<file path="config.mk">
export PLATFORM = sky130hd
export DESIGN_NAME = pfri_top
export DESIGN_NICKNAME = d
export VERILOG_FILES = /design/src/shared/pfri_pkg.sv /design/src/pfri_top.sv
export SDC_FILE = /design/constraint.sdc
export NUM_CORES = 1
export LEC_CHECK = 0
export BUFFER_PORTS_ARGS = -buffer_cell sky130_fd_sc_hd__buf_4
export CAP_MARGIN = 10
export CELL_PAD_IN_SITES_DETAIL_PLACEMENT = 1
export CELL_PAD_IN_SITES_GLOBAL_PLACEMENT = 1
export CORE_ASPECT_RATIO = 1.5
export CORE_MARGIN = 2
export CORE_UTILIZATION = 35
export DETAILED_ROUTE_END_ITERATION = 10
export PLACE_DENSITY_LB_ADDON = 0.1
export SLEW_MARGIN = 20
export SYNTH_ARGS = -nofsm -noshare
export SYNTH_HDL_FRONTEND = slang
export SYNTH_SLANG_ARGS = --single-unit
</file>
<file path="constraint.sdc">
create_clock -name ref_clk -period 2.8 [get_ports ref_clk]
set_input_delay 0.56 -clock ref_clk [delete_from_list [all_inputs] [get_ports ref_clk]]
set_output_delay 0.56 -clock ref_clk [all_outputs]
set_load 0.02 [all_outputs]
</file>
<file path="src/shared/pfri_pkg.sv">
`default_nettype none
package pfri_pkg;
    // ***************************************
    // Register map and fields
    // ***************************************
    localparam logic [1:0] ADDR_CTRL     = 2'h0;  // Run bit and running mode
    localparam logic [1:0] ADDR_CFG_A    = 2'h1;  // Input A configuration
    localparam logic [1:0] ADDR_CFG_B    = 2'h2;  // Input B configuration
    localparam logic [1:0] ADDR_STATUS   = 2'h3;  // Read-only state
    localparam int         CTRL_RUN_BIT  = 0;     // controller_run_bit
    localparam int         CTRL_RAMP_LSB = 1;     // Running mode, two bits
    localparam int         CFG_MODE_LSB  = 0;     // input_mode_select, four bits
    localparam int         CFG_POL_BIT   = 4;     // input_active_polarity
    localparam int         CFG_FILT_BIT  = 5;     // Filter enable
    localparam int         CFG_AKILL_BIT = 6;     // async_output_kill_enable
    localparam logic [7:0] CTRL_RST      = 8'h00; // Stopped, one ramp
    localparam logic [7:0] CFG_RST       = 8'h00; // Mode 0, low active
    // ***************************************
    // Running modes and ramp phases
    // ***************************************
    localparam logic [1:0] RAMP_ONE    = 2'h0;
    localparam logic [1:0] RAMP_TWO    = 2'h1;
    localparam logic [1:0] RAMP_FOUR   = 2'h2;
    localparam logic [1:0] RAMP_CENTER = 2'h3;
    localparam logic [1:0] PH_DT0      = 2'h0;  // dead_time_0
    localparam logic [1:0] PH_OT0      = 2'h1;  // on_time_0
    localparam logic [1:0] PH_DT1      = 2'h2;  // dead_time_1
    localparam logic [1:0] PH_OT1      = 2'h3;  // on_time_1
    // ***************************************
    // Input modes
    // ***************************************
    localparam logic [3:0] MODE_NONE = 4'h0;
    localparam logic [3:0] MODE_1    = 4'h1;
    localparam logic [3:0] MODE_2    = 4'h2;
    localparam logic [3:0] MODE_3    = 4'h3;
    localparam logic [3:0] MODE_4    = 4'h4;
    localparam logic [3:0] MODE_5    = 4'h5;
    localparam logic [3:0] MODE_6    = 4'h6;
    localparam logic [3:0] MODE_7    = 4'h7;
    localparam logic [3:0] MODE_8    = 4'h8;
    localparam logic [3:0] MODE_9    = 4'h9;
    localparam logic [3:0] MODE_14   = 4'he;
    localparam logic [3:0] FILT_ONES = 4'hf;  // Four samples all high
    localparam logic [3:0] FILT_ZERO = 4'h0;  // Four samples all low
    // Channel sequencer states
    typedef enum logic [2:0] {
        ST_IDLE     = 3'h0,  // Watching the input
        ST_WAIT_REL = 3'h1,  // Output off, counter held until release
        ST_OPP_RUN  = 3'h2,  // Opposite sub-cycle running
        ST_WAIT_AFT = 3'h3,  // Held after jump until release
        ST_REPEAT   = 3'h4,  // Opposite pulse repeats while active
        ST_EDGE_OFF = 3'h5   // Output off until next ramp
    } pfri_state_t;
endpackage : pfri_pkg
`default_nettype wire

</file>
<file path="src/pfri_top.sv">
`timescale 1ns/100ps
`default_nettype none
// ***************************************
// One input channel: sync, filter, sequencer
// ***************************************
module pfri_channel #(
    parameter logic IS_B = 1'b0              // Input B owns half 1
) (
    input  wire logic       ref_clk,
    input  wire logic       rst,
    input  wire logic       pin,             // Pin or comparator level
    input  wire logic [7:0] cfg,             // Channel configuration
    input  wire logic [1:0] ramp,            // Running mode
    input  wire logic [1:0] phase,           // Current ramp phase
    input  wire logic       run,             // Controller running
    output var  logic       act,             // Active after polarity
    output var  logic       kill_own,        // Own output off
    output var  logic       kill_all,        // Both outputs off
    output var  logic       jump_opp,        // Jump to opposite dead-time
    output var  logic       jump_cur,        // Jump opposite current half
    output var  logic       end_pulse,       // End pulse, insert dead-time
    output var  logic       restart,         // Restart ramp
    output var  logic       hold,            // Freeze counter
    output var  logic       halt,            // Stop controller
    output var  logic       busy             // Sequencer not idle
);
    // Whole channel state
    typedef struct packed {
        logic                s1;       // First sync stage
        logic                s2;       // Second sync stage
        logic [3:0]          hist;     // Last four samples
        logic                filt;     // Filtered level
        logic                act_prev; // For edge detection
        logic                seen;     // Left own half since jump
        pfri_pkg::pfri_state_t st;
    } pfri_ch_t;

    pfri_ch_t q;                 // Registered state
    pfri_ch_t d;                 // Next state
    logic [3:0] mode;            // Decoded mode field
    logic       level;           // Level after optional filter
    logic       edge_evt;        // Active edge
    logic       in_own;          // Phase in own half
    logic       on_own;          // Phase in own on-time
    logic       win;             // Input may act
    logic       retrig_ok;       // Retrigger allowed in this mode
    logic [1:0] own_dt;          // Own dead-time code
    logic [1:0] own_ot;          // Own on-time code

    assign mode   = cfg[pfri_pkg::CFG_MODE_LSB +: 4];
    assign own_dt = IS_B ? pfri_pkg::PH_DT1 : pfri_pkg::PH_DT0;
    assign own_ot = IS_B ? pfri_pkg::PH_OT1 : pfri_pkg::PH_OT0;
    assign in_own = (phase == own_dt) || (phase == own_ot);
    assign on_own = (phase == own_ot);

    // Filter bypass keeps latency low on slow clocks
    // filter select
    assign level    = cfg[pfri_pkg::CFG_FILT_BIT] ? q.filt : q.s2;
    assign act      = cfg[pfri_pkg::CFG_POL_BIT] ? level : ~level;
    assign edge_evt = act & ~q.act_prev;
    // own half only in two/four/centered ramp
    assign win       = (ramp == pfri_pkg::RAMP_ONE) || in_own;
    assign retrig_ok = (ramp != pfri_pkg::RAMP_CENTER);
    assign busy      = (q.st != pfri_pkg::ST_IDLE);
    assign hold      = (q.st == pfri_pkg::ST_WAIT_REL) || (q.st == pfri_pkg::ST_WAIT_AFT);
    // mode 4 gates both outputs, either half
    assign kill_all  = run && (mode == pfri_pkg::MODE_4) && act;
    // mode 14 holds own output off while active, except in centered ramp
    // mode 9 off state gates own output only
    assign kill_own  = busy || (run && retrig_ok && (mode == pfri_pkg::MODE_14) && act);

    // Next-state and event pulses
    always_comb
    begin
        d         = q;
        jump_opp  = 1'b0;
        jump_cur  = 1'b0;
        end_pulse = 1'b0;
        restart   = 1'b0;
        halt      = 1'b0;
        d.s1       = pin;
        d.s2       = q.s1;
        // four equal samples flip the filter
        d.hist     = {q.hist[2:0], q.s2};
        if (q.hist == pfri_pkg::FILT_ONES)
        begin
            d.filt = 1'b1;
        end
        else if (q.hist == pfri_pkg::FILT_ZERO)
        begin
            d.filt = 1'b0;
        end
        d.act_prev = act;
        // Track leaving own half after a jump
        if (!in_own)
        begin
            d.seen = 1'b1;
        end
        case (q.st)
            pfri_pkg::ST_IDLE:
            begin
                d.seen = 1'b0;
                // mode decode, reserved codes do nothing
                if (run)
                begin
                    case (mode)
                        pfri_pkg::MODE_1:
                        begin
                            if (win && act)
                            begin
                                d.st = pfri_pkg::ST_WAIT_REL;
                            end
                        end
                        pfri_pkg::MODE_2:
                        begin
                            if (win && act)
                            begin
                                jump_opp = 1'b1;
                                d.st     = pfri_pkg::ST_OPP_RUN;
                            end
                        end
                        pfri_pkg::MODE_3:
                        begin
                            if (win && act)
                            begin
                                jump_opp = 1'b1;
                                d.st     = pfri_pkg::ST_REPEAT;
                            end
                        end
                        pfri_pkg::MODE_5:
                        begin
                            end_pulse = edge_evt;
                        end
                        pfri_pkg::MODE_6:
                        begin
                            // jump from current half, then wait
                            if (edge_evt)
                            begin
                                jump_cur = 1'b1;
                                d.st     = pfri_pkg::ST_WAIT_AFT;
                            end
                        end
                        pfri_pkg::MODE_7:
                        begin
                            halt = act;
                        end
                        pfri_pkg::MODE_8:
                        begin
                            if (retrig_ok && edge_evt && on_own)
                            begin
                                restart  = (ramp == pfri_pkg::RAMP_ONE);
                                jump_opp = (ramp != pfri_pkg::RAMP_ONE);
                            end
                        end
                        pfri_pkg::MODE_9:
                        begin
                            if (retrig_ok && edge_evt && on_own)
                            begin
                                d.st = pfri_pkg::ST_EDGE_OFF;
                            end
                        end
                        default:
                        begin
                            d.st = pfri_pkg::ST_IDLE;
                        end
                    endcase
                end
            end
            pfri_pkg::ST_WAIT_REL:
            begin
                if (!act)
                begin
                    jump_opp = 1'b1;
                    d.st     = pfri_pkg::ST_IDLE;
                end
            end
            pfri_pkg::ST_OPP_RUN:
            begin
                // release ignored until back in own half
                if (q.seen && in_own)
                begin
                    d.st = act ? pfri_pkg::ST_WAIT_AFT : pfri_pkg::ST_IDLE;
                end
            end
            pfri_pkg::ST_WAIT_AFT:
            begin
                if (!act)
                begin
                    d.st = pfri_pkg::ST_IDLE;
                end
            end
            pfri_pkg::ST_REPEAT:
            begin
                // opposite pulse plus own dead-time complete
                if (q.seen && on_own)
                begin
                    d.seen   = 1'b0;
                    jump_opp = act;
                    d.st     = act ? pfri_pkg::ST_REPEAT : pfri_pkg::ST_IDLE;
                end
            end
            pfri_pkg::ST_EDGE_OFF:
            begin
                // output back on at next ramp
                if (!on_own)
                begin
                    d.st = pfri_pkg::ST_IDLE;
                end
            end
            default:
            begin
                d.st = pfri_pkg::ST_IDLE;
            end
        endcase
        // Stopped controller drops any sequence
        if (!run)
        begin
            d.st = pfri_pkg::ST_IDLE;
        end
    end

    // State register
    always_ff @(posedge ref_clk)
    begin
        if (rst)
        begin
            q <= '0;
        end
        else
        begin
            q <= d;
        end
    end
endmodule : pfri_channel

// ***************************************
// Input stage top with register port
// ***************************************
module pfri_top (
    input  wire logic       ref_clk,
    input  wire logic       rst,
    input  wire logic       in_a,            // fault_input_pins, input A
    input  wire logic       in_b,            // fault_input_pins, input B
    input  wire logic [1:0] phase,           // Ramp phase from counter core
    input  wire logic [1:0] addr,            // Register address
    input  wire logic [7:0] wdata,           // Write data
    input  wire logic       wr,              // Write strobe
    input  wire logic       rd,              // Read strobe
    output var  logic [7:0] rdata,           // Read data, one cycle later
    output var  logic       async_kill,      // Clockless output kill
    output var  logic       out0_off,        // Force wave_output_0 inactive
    output var  logic       out1_off,        // Force wave_output_1 inactive
    output var  logic       jump_dt0,        // Jump to dead_time_0
    output var  logic       jump_dt1,        // Jump to dead_time_1
    output var  logic       insert_dt,       // End pulse, insert dead-time
    output var  logic       restart_ramp,    // Restart ramp from zero
    output var  logic       hold_count,      // Freeze counter
    output var  logic       run              // controller_run_bit
);
    // Whole top state
    typedef struct packed {
        logic [7:0] ctrl;    // controller_control_register
        logic [7:0] cfg_a;   // Input A configuration
        logic [7:0] cfg_b;   // Input B configuration
        logic [7:0] rdata;   // Read return
        logic       off0;
        logic       off1;
        logic       jdt0;
        logic       jdt1;
        logic       ins;
        logic       rst_r;
        logic       hold;
    } pfri_top_t;

    pfri_top_t q;        // Registered state
    pfri_top_t d;        // Next state
    logic [1:0] ramp;    // Running mode
    logic       run_i;   // Run bit
    logic       half0;   // Phase in half 0
    logic       a_act, a_ko, a_ka, a_jo, a_jc, a_ep, a_rs, a_hd, a_ht, a_bz;
    logic       b_act, b_ko, b_ka, b_jo, b_jc, b_ep, b_rs, b_hd, b_ht, b_bz;

    assign ramp  = q.ctrl[pfri_pkg::CTRL_RAMP_LSB +: 2];
    assign run_i = q.ctrl[pfri_pkg::CTRL_RUN_BIT];
    assign half0 = (phase == pfri_pkg::PH_DT0) || (phase == pfri_pkg::PH_OT0);

    // channels keep processing the inputs with the clock
    pfri_channel #(.IS_B(1'b0)) u_ch_a (
        .ref_clk(ref_clk), .rst(rst), .pin(in_a), .cfg(q.cfg_a), .ramp(ramp),
        .phase(phase), .run(run_i), .act(a_act), .kill_own(a_ko), .kill_all(a_ka),
        .jump_opp(a_jo), .jump_cur(a_jc), .end_pulse(a_ep), .restart(a_rs),
        .hold(a_hd), .halt(a_ht), .busy(a_bz)
    );
    pfri_channel #(.IS_B(1'b1)) u_ch_b (
        .ref_clk(ref_clk), .rst(rst), .pin(in_b), .cfg(q.cfg_b), .ramp(ramp),
        .phase(phase), .run(run_i), .act(b_act), .kill_own(b_ko), .kill_all(b_ka),
        .jump_opp(b_jo), .jump_cur(b_jc), .end_pulse(b_ep), .restart(b_rs),
        .hold(b_hd), .halt(b_ht), .busy(b_bz)
    );

    // unclocked kill path, stays alive when the clock stops
    assign async_kill =
        (q.cfg_a[pfri_pkg::CFG_AKILL_BIT] && (in_a == q.cfg_a[pfri_pkg::CFG_POL_BIT])) ||
        (q.cfg_b[pfri_pkg::CFG_AKILL_BIT] && (in_b == q.cfg_b[pfri_pkg::CFG_POL_BIT]));

    // Register port and command staging
    always_comb
    begin
        d = q;
        // Software writes
        if (wr)
        begin
            case (addr)
                pfri_pkg::ADDR_CTRL:  d.ctrl  = wdata;
                pfri_pkg::ADDR_CFG_A: d.cfg_a = wdata;
                pfri_pkg::ADDR_CFG_B: d.cfg_b = wdata;
                default:              d.ctrl  = q.ctrl;  // Status is read-only
            endcase
        end
        // halt clears run; wins over a same-cycle write
        if (a_ht || b_ht)
        begin
            d.ctrl[pfri_pkg::CTRL_RUN_BIT] = 1'b0;
        end
        // Read data valid only the cycle after the strobe
        d.rdata = 8'h00;
        if (rd)
        begin
            case (addr)
                pfri_pkg::ADDR_CTRL:   d.rdata = q.ctrl;
                pfri_pkg::ADDR_CFG_A:  d.rdata = q.cfg_a;
                pfri_pkg::ADDR_CFG_B:  d.rdata = q.cfg_b;
                pfri_pkg::ADDR_STATUS: d.rdata = {3'h0, b_bz, a_bz, b_act, a_act, run_i};
                default:               d.rdata = 8'h00;
            endcase
        end
        d.off0 = a_ko || a_ka || b_ka;
        d.off1 = b_ko || a_ka || b_ka;
        // A jumps into half 1, B into half 0
        // mode 6 jumps away from the current half
        d.jdt1 = a_jo || ((a_jc || b_jc) && half0);
        d.jdt0 = b_jo || ((a_jc || b_jc) && !half0);
        d.ins   = a_ep || b_ep;
        d.rst_r = a_rs || b_rs;
        d.hold  = a_hd || b_hd;
    end

    // State register
    always_ff @(posedge ref_clk)
    begin
        if (rst)
        begin
            q       <= '0;
            q.ctrl  <= pfri_pkg::CTRL_RST;
            q.cfg_a <= pfri_pkg::CFG_RST;
            q.cfg_b <= pfri_pkg::CFG_RST;
        end
        else
        begin
            q <= d;
        end
    end

    assign rdata        = q.rdata;
    assign out0_off     = q.off0;
    assign out1_off     = q.off1;
    assign jump_dt0     = q.jdt0;
    assign jump_dt1     = q.jdt1;
    assign insert_dt    = q.ins;
    assign restart_ramp = q.rst_r;
    assign hold_count   = q.hold;
    assign run          = run_i;
endmodule : pfri_top
`default_nettype wire

</file>
==> run_results.csv <==
group,metric,value,unit
route,drt_iter0_markers,136,
clock_tree,cts_sinks,63,
clock_tree,cts_buffers,9,
floorplanning,num_rows,42,
synthesis,synth_nets,401,
layout,n_antenna_cell,0,
synthesis,synthTopCellsByArea,"dfxtp_1 39%, nor2b_1 5.4%, a21oi_1 4.7%",
route,vias_per_cell,5.55,
sta,worst_slack,0.598,ns
place,dp_hpwl,6870,µm
synthesis,ys_seq_area_share,39.2,%
route,num_vias,2842,
synthesis,synthDistinctLibCells,59,
setup_path,r2r-start,"q[28]",
setup_path,cp_slowest_cell,"xnor2_1",
clock_tree,cts_max_level,3,
sta,finalHoldViolCount,0,
setup_path,path_cells,"mux2i_1, xnor2_1, nor3_1, a32o_1, a311o_1",
layout,fin_cells,512,
sta,period_needed,2.20,ns
route,post-route-drc-count,0,
synthesis,yosysMostFrequentCell,"dfxtp_1",
sta,maxSlewViolCount,0,
grt,grt_remaining_overflow,0,
route,routed_wl,9370,µm
clock_tree,cts_setup_buffers,0,
floorplanning,ios,35,
setup_path,reg2reg_to,"jump_dt0",
setup_path,rrSetupSlack,0.60,ns
floorplanning,die_w,82.2,µm
run,maxCapViolCount,0,
route,drt-wirelength-per-cell,18.3,µm
floorplanning,start_util,36.2,%
synthesis,ys_ff_latch,63,
layout,syn2layout_area_growth,17.4,%
clock_tree,cts_max_path_buffers,2,
setup_path,path_max_fanout,13,
clock_tree,cts_hold_buffers,0,
place,gp_congestion,0.806,
clock_tree,cts_tree,"done",
clock_tree,ctsResizeCount,0,
min_path,min_path_type,"flop to flop",
floorplanning,die_area,0.00998,mm²
setup_path,cp.arrival,2.42,ns
clock_tree,clkLatencyLatePin,0.34,ns
layout,postLayoutCoreUtil,42.5,%
clock_tree,cts_root_buffer,"clkbuf_16",
setup_path,r2r.worst_path.cells,5,
synthesis,synth-main-ff-cell,"dfxtp_1",
min_path,worstHoldEndpoint,"u_ch_b.d[6]",
grt,track_usage,21.1,%
setup_path,cp_data_required_time,3.02,ns
sta,fin_skew,0.00650,ns
power_and_ir_drop,power.share.sequential,42.1,%
setup_path,crit_type,"flop to flop",
synthesis,yosys.area.top_type,"dfxtp_1",
sta,hold_ws,0.447,ns
setup_path,worst-path-buf-inv,0,
layout,final.fill_count,1078,
synthesis,ys_top_cells_by_count,"63 x dfxtp_1, 40 x nand2_1, 31 x nor2_1",
sta,rsz0062_at_grt,"no",
route,final_antenna_net_count,0,
synthesis,ys_warn_count,0,
synthesis,synth_edf_count,0,
grt,grt_pass1_vias,3041,
power_and_ir_drop,intPower,1.68,mW
clock_tree,cts.clk_slew.worst_paths,0.06,ns
sta,worstMarginPinSlew,0.964,ns
setup_path,startpoint_type,"flop",
sta,max_clock_freq,454,MHz
layout,multi_input_area,0.00175,mm²
floorplanning,die_h,121,µm
grt,grt_pass1_wl,15700,µm
sta,setup_tns,0,ns
layout,seqCellArea,0.00126,mm²
synthesis,async_reset_ff_share,0,%
place,dp_cells,496,
layout,drive_above_1_share,17.9,%
power_and_ir_drop,p_per_area,594,mW/mm²
floorplanning,fp.coreArea,0.00888,mm²
sta,finalSetupViolations,0,
synthesis,synthCells,383,
status,status,"finished, final reports clean",
setup_path,slowest_delay,0.78,ns
setup_path,cp-end-kind,"flop",
sta,post-route-period-util,78.6,%
synthesis,syn_avg_cell_area,8.39,µm²
grt,antenna_found_initial,0,
power_and_ir_drop,p_clk_share,50.0,%
power_and_ir_drop,p_sw_share,25.0,%
route,first_pass_iters,4,
sta,max_slew_margin,35.3,%
grt,grt_start_max_net_pins,51,
place,io_buffers,34,
layout,nets,415,
place,post-place-ws,0.647,ns
power_and_ir_drop,power.switching,0.562,mW
min_path,hp-start,"u_ch_b.d[10]",
synthesis,syn_area,0.00321,mm²
synthesis,yosysTopAreaCellShare,39.2,%
min_path,holdPathStages,1,
power_and_ir_drop,p_comb_share,7.9,%
setup_path,cpLargestDelayFamily,"XOR/XNOR gates",
power_and_ir_drop,p_leak,1.35,nW
power_and_ir_drop,vdd_drop_max,0.376,mV
[worst max path at each step]
stage                       end  start  cells past startpoint
floorplan           u_ch_b.q[2]  q[20]                      5
global placement    u_ch_b.q[2]  q[20]                      5
detailed placement     jump_dt0  q[28]                      5
CTS                    jump_dt0  q[28]                      5
global route           jump_dt0  q[28]                      5
finish                 jump_dt0  q[28]                      5
[logic make-up after synthesis]
| group | after synthesis | synth area share, % |
|---|---|---|
| DFF | 63 | 39.2 |
| muxes | 18 | 7.32 |
| and+or+nand+nor | 172 | 27.9 |
| AOI/OAI and AO/OA | 79 | 16.1 |
| xor gates and xnor gates | 9 | 3.04 |
| buffers and inverters | 42 | 6.34 |
[routing by layer]
| layer | vias up | part of all wire, % | GRT usage (%) |
|---|---|---|---|
| li1 | 1391 | - | - |
| met1 | 1381 | 42 | 24.8 |
| met2 | 55 | 53 | 36.8 |
| met3 | 15 | 3.5 | 3.65 |
| met4 | 0 | 2.2 | 8.65 |
| met5 | - | 0 | 0 |
[registers in the layout, summed over array words and instances, names as in the netlist, 5 cells and up]
signal    cells
rdata         8
u_ch_b.d      5
u_ch_a.q      7
u_ch_a.d      5
q            23
u_ch_b.q      7
[final cells by class]
class | count | area share (%)
Sequential cell | 63 | 33.4
Inverter | 3 | 0.298
Timing Repair Buffer | 42 | 8.36
Tap cell | 110 | 3.65
Multi-Input combinational cell | 278 | 46.4
Clock buffer | 9 | 5.97
Clock inverter | 7 | 1.96
[layout by cell type (no fill, tap or decap), types with 7 or more instances in the layout]
master     synthesis  layout
nor2b_1           28      28
nand2_1           40      40
mux2i_1           13      13
clkbuf_16          0       9
o21ai_0           11      11
nand3_1           26      26
dfxtp_1           63      63
nor2_1            31      31
nor3_1             7       7
a21oi_1           30      30
buf_4              9      42
[per-stage QoR]
step	power (mW)	cell area, µm²
2_1_floorplan	1.07	3210
3_3_place_gp	1.14	3470
3_5_place_dp	1.14	3470
4_1_cts	2.26	3770
5_1_grt	2.32	3770
6_report	2.24	3770
[power by group through the flow]
stage	Combinational, mW	Clock (mW)	Sequential, mW
floorplan	0.126	0	0.948
global route	0.197	1.17	0.947
CTS	0.179	1.14	0.944
global placement	0.177	0	0.963
finish	0.176	1.12	0.944
detailed placement	0.178	0	0.963
[worst register-to-register path, delay by kind of cell, from the launching register on]
kind | cells | cell delay, ns
and+or+nand+nor | 1 | 0.18
muxes | 1 | 0.14
AOI/OAI and AO/OA | 2 | 0.62
xor gates and xnor gates | 1 | 0.78
DFF | 1 | 0.36
No activity file was read; power rests on OpenSTA's default activity.
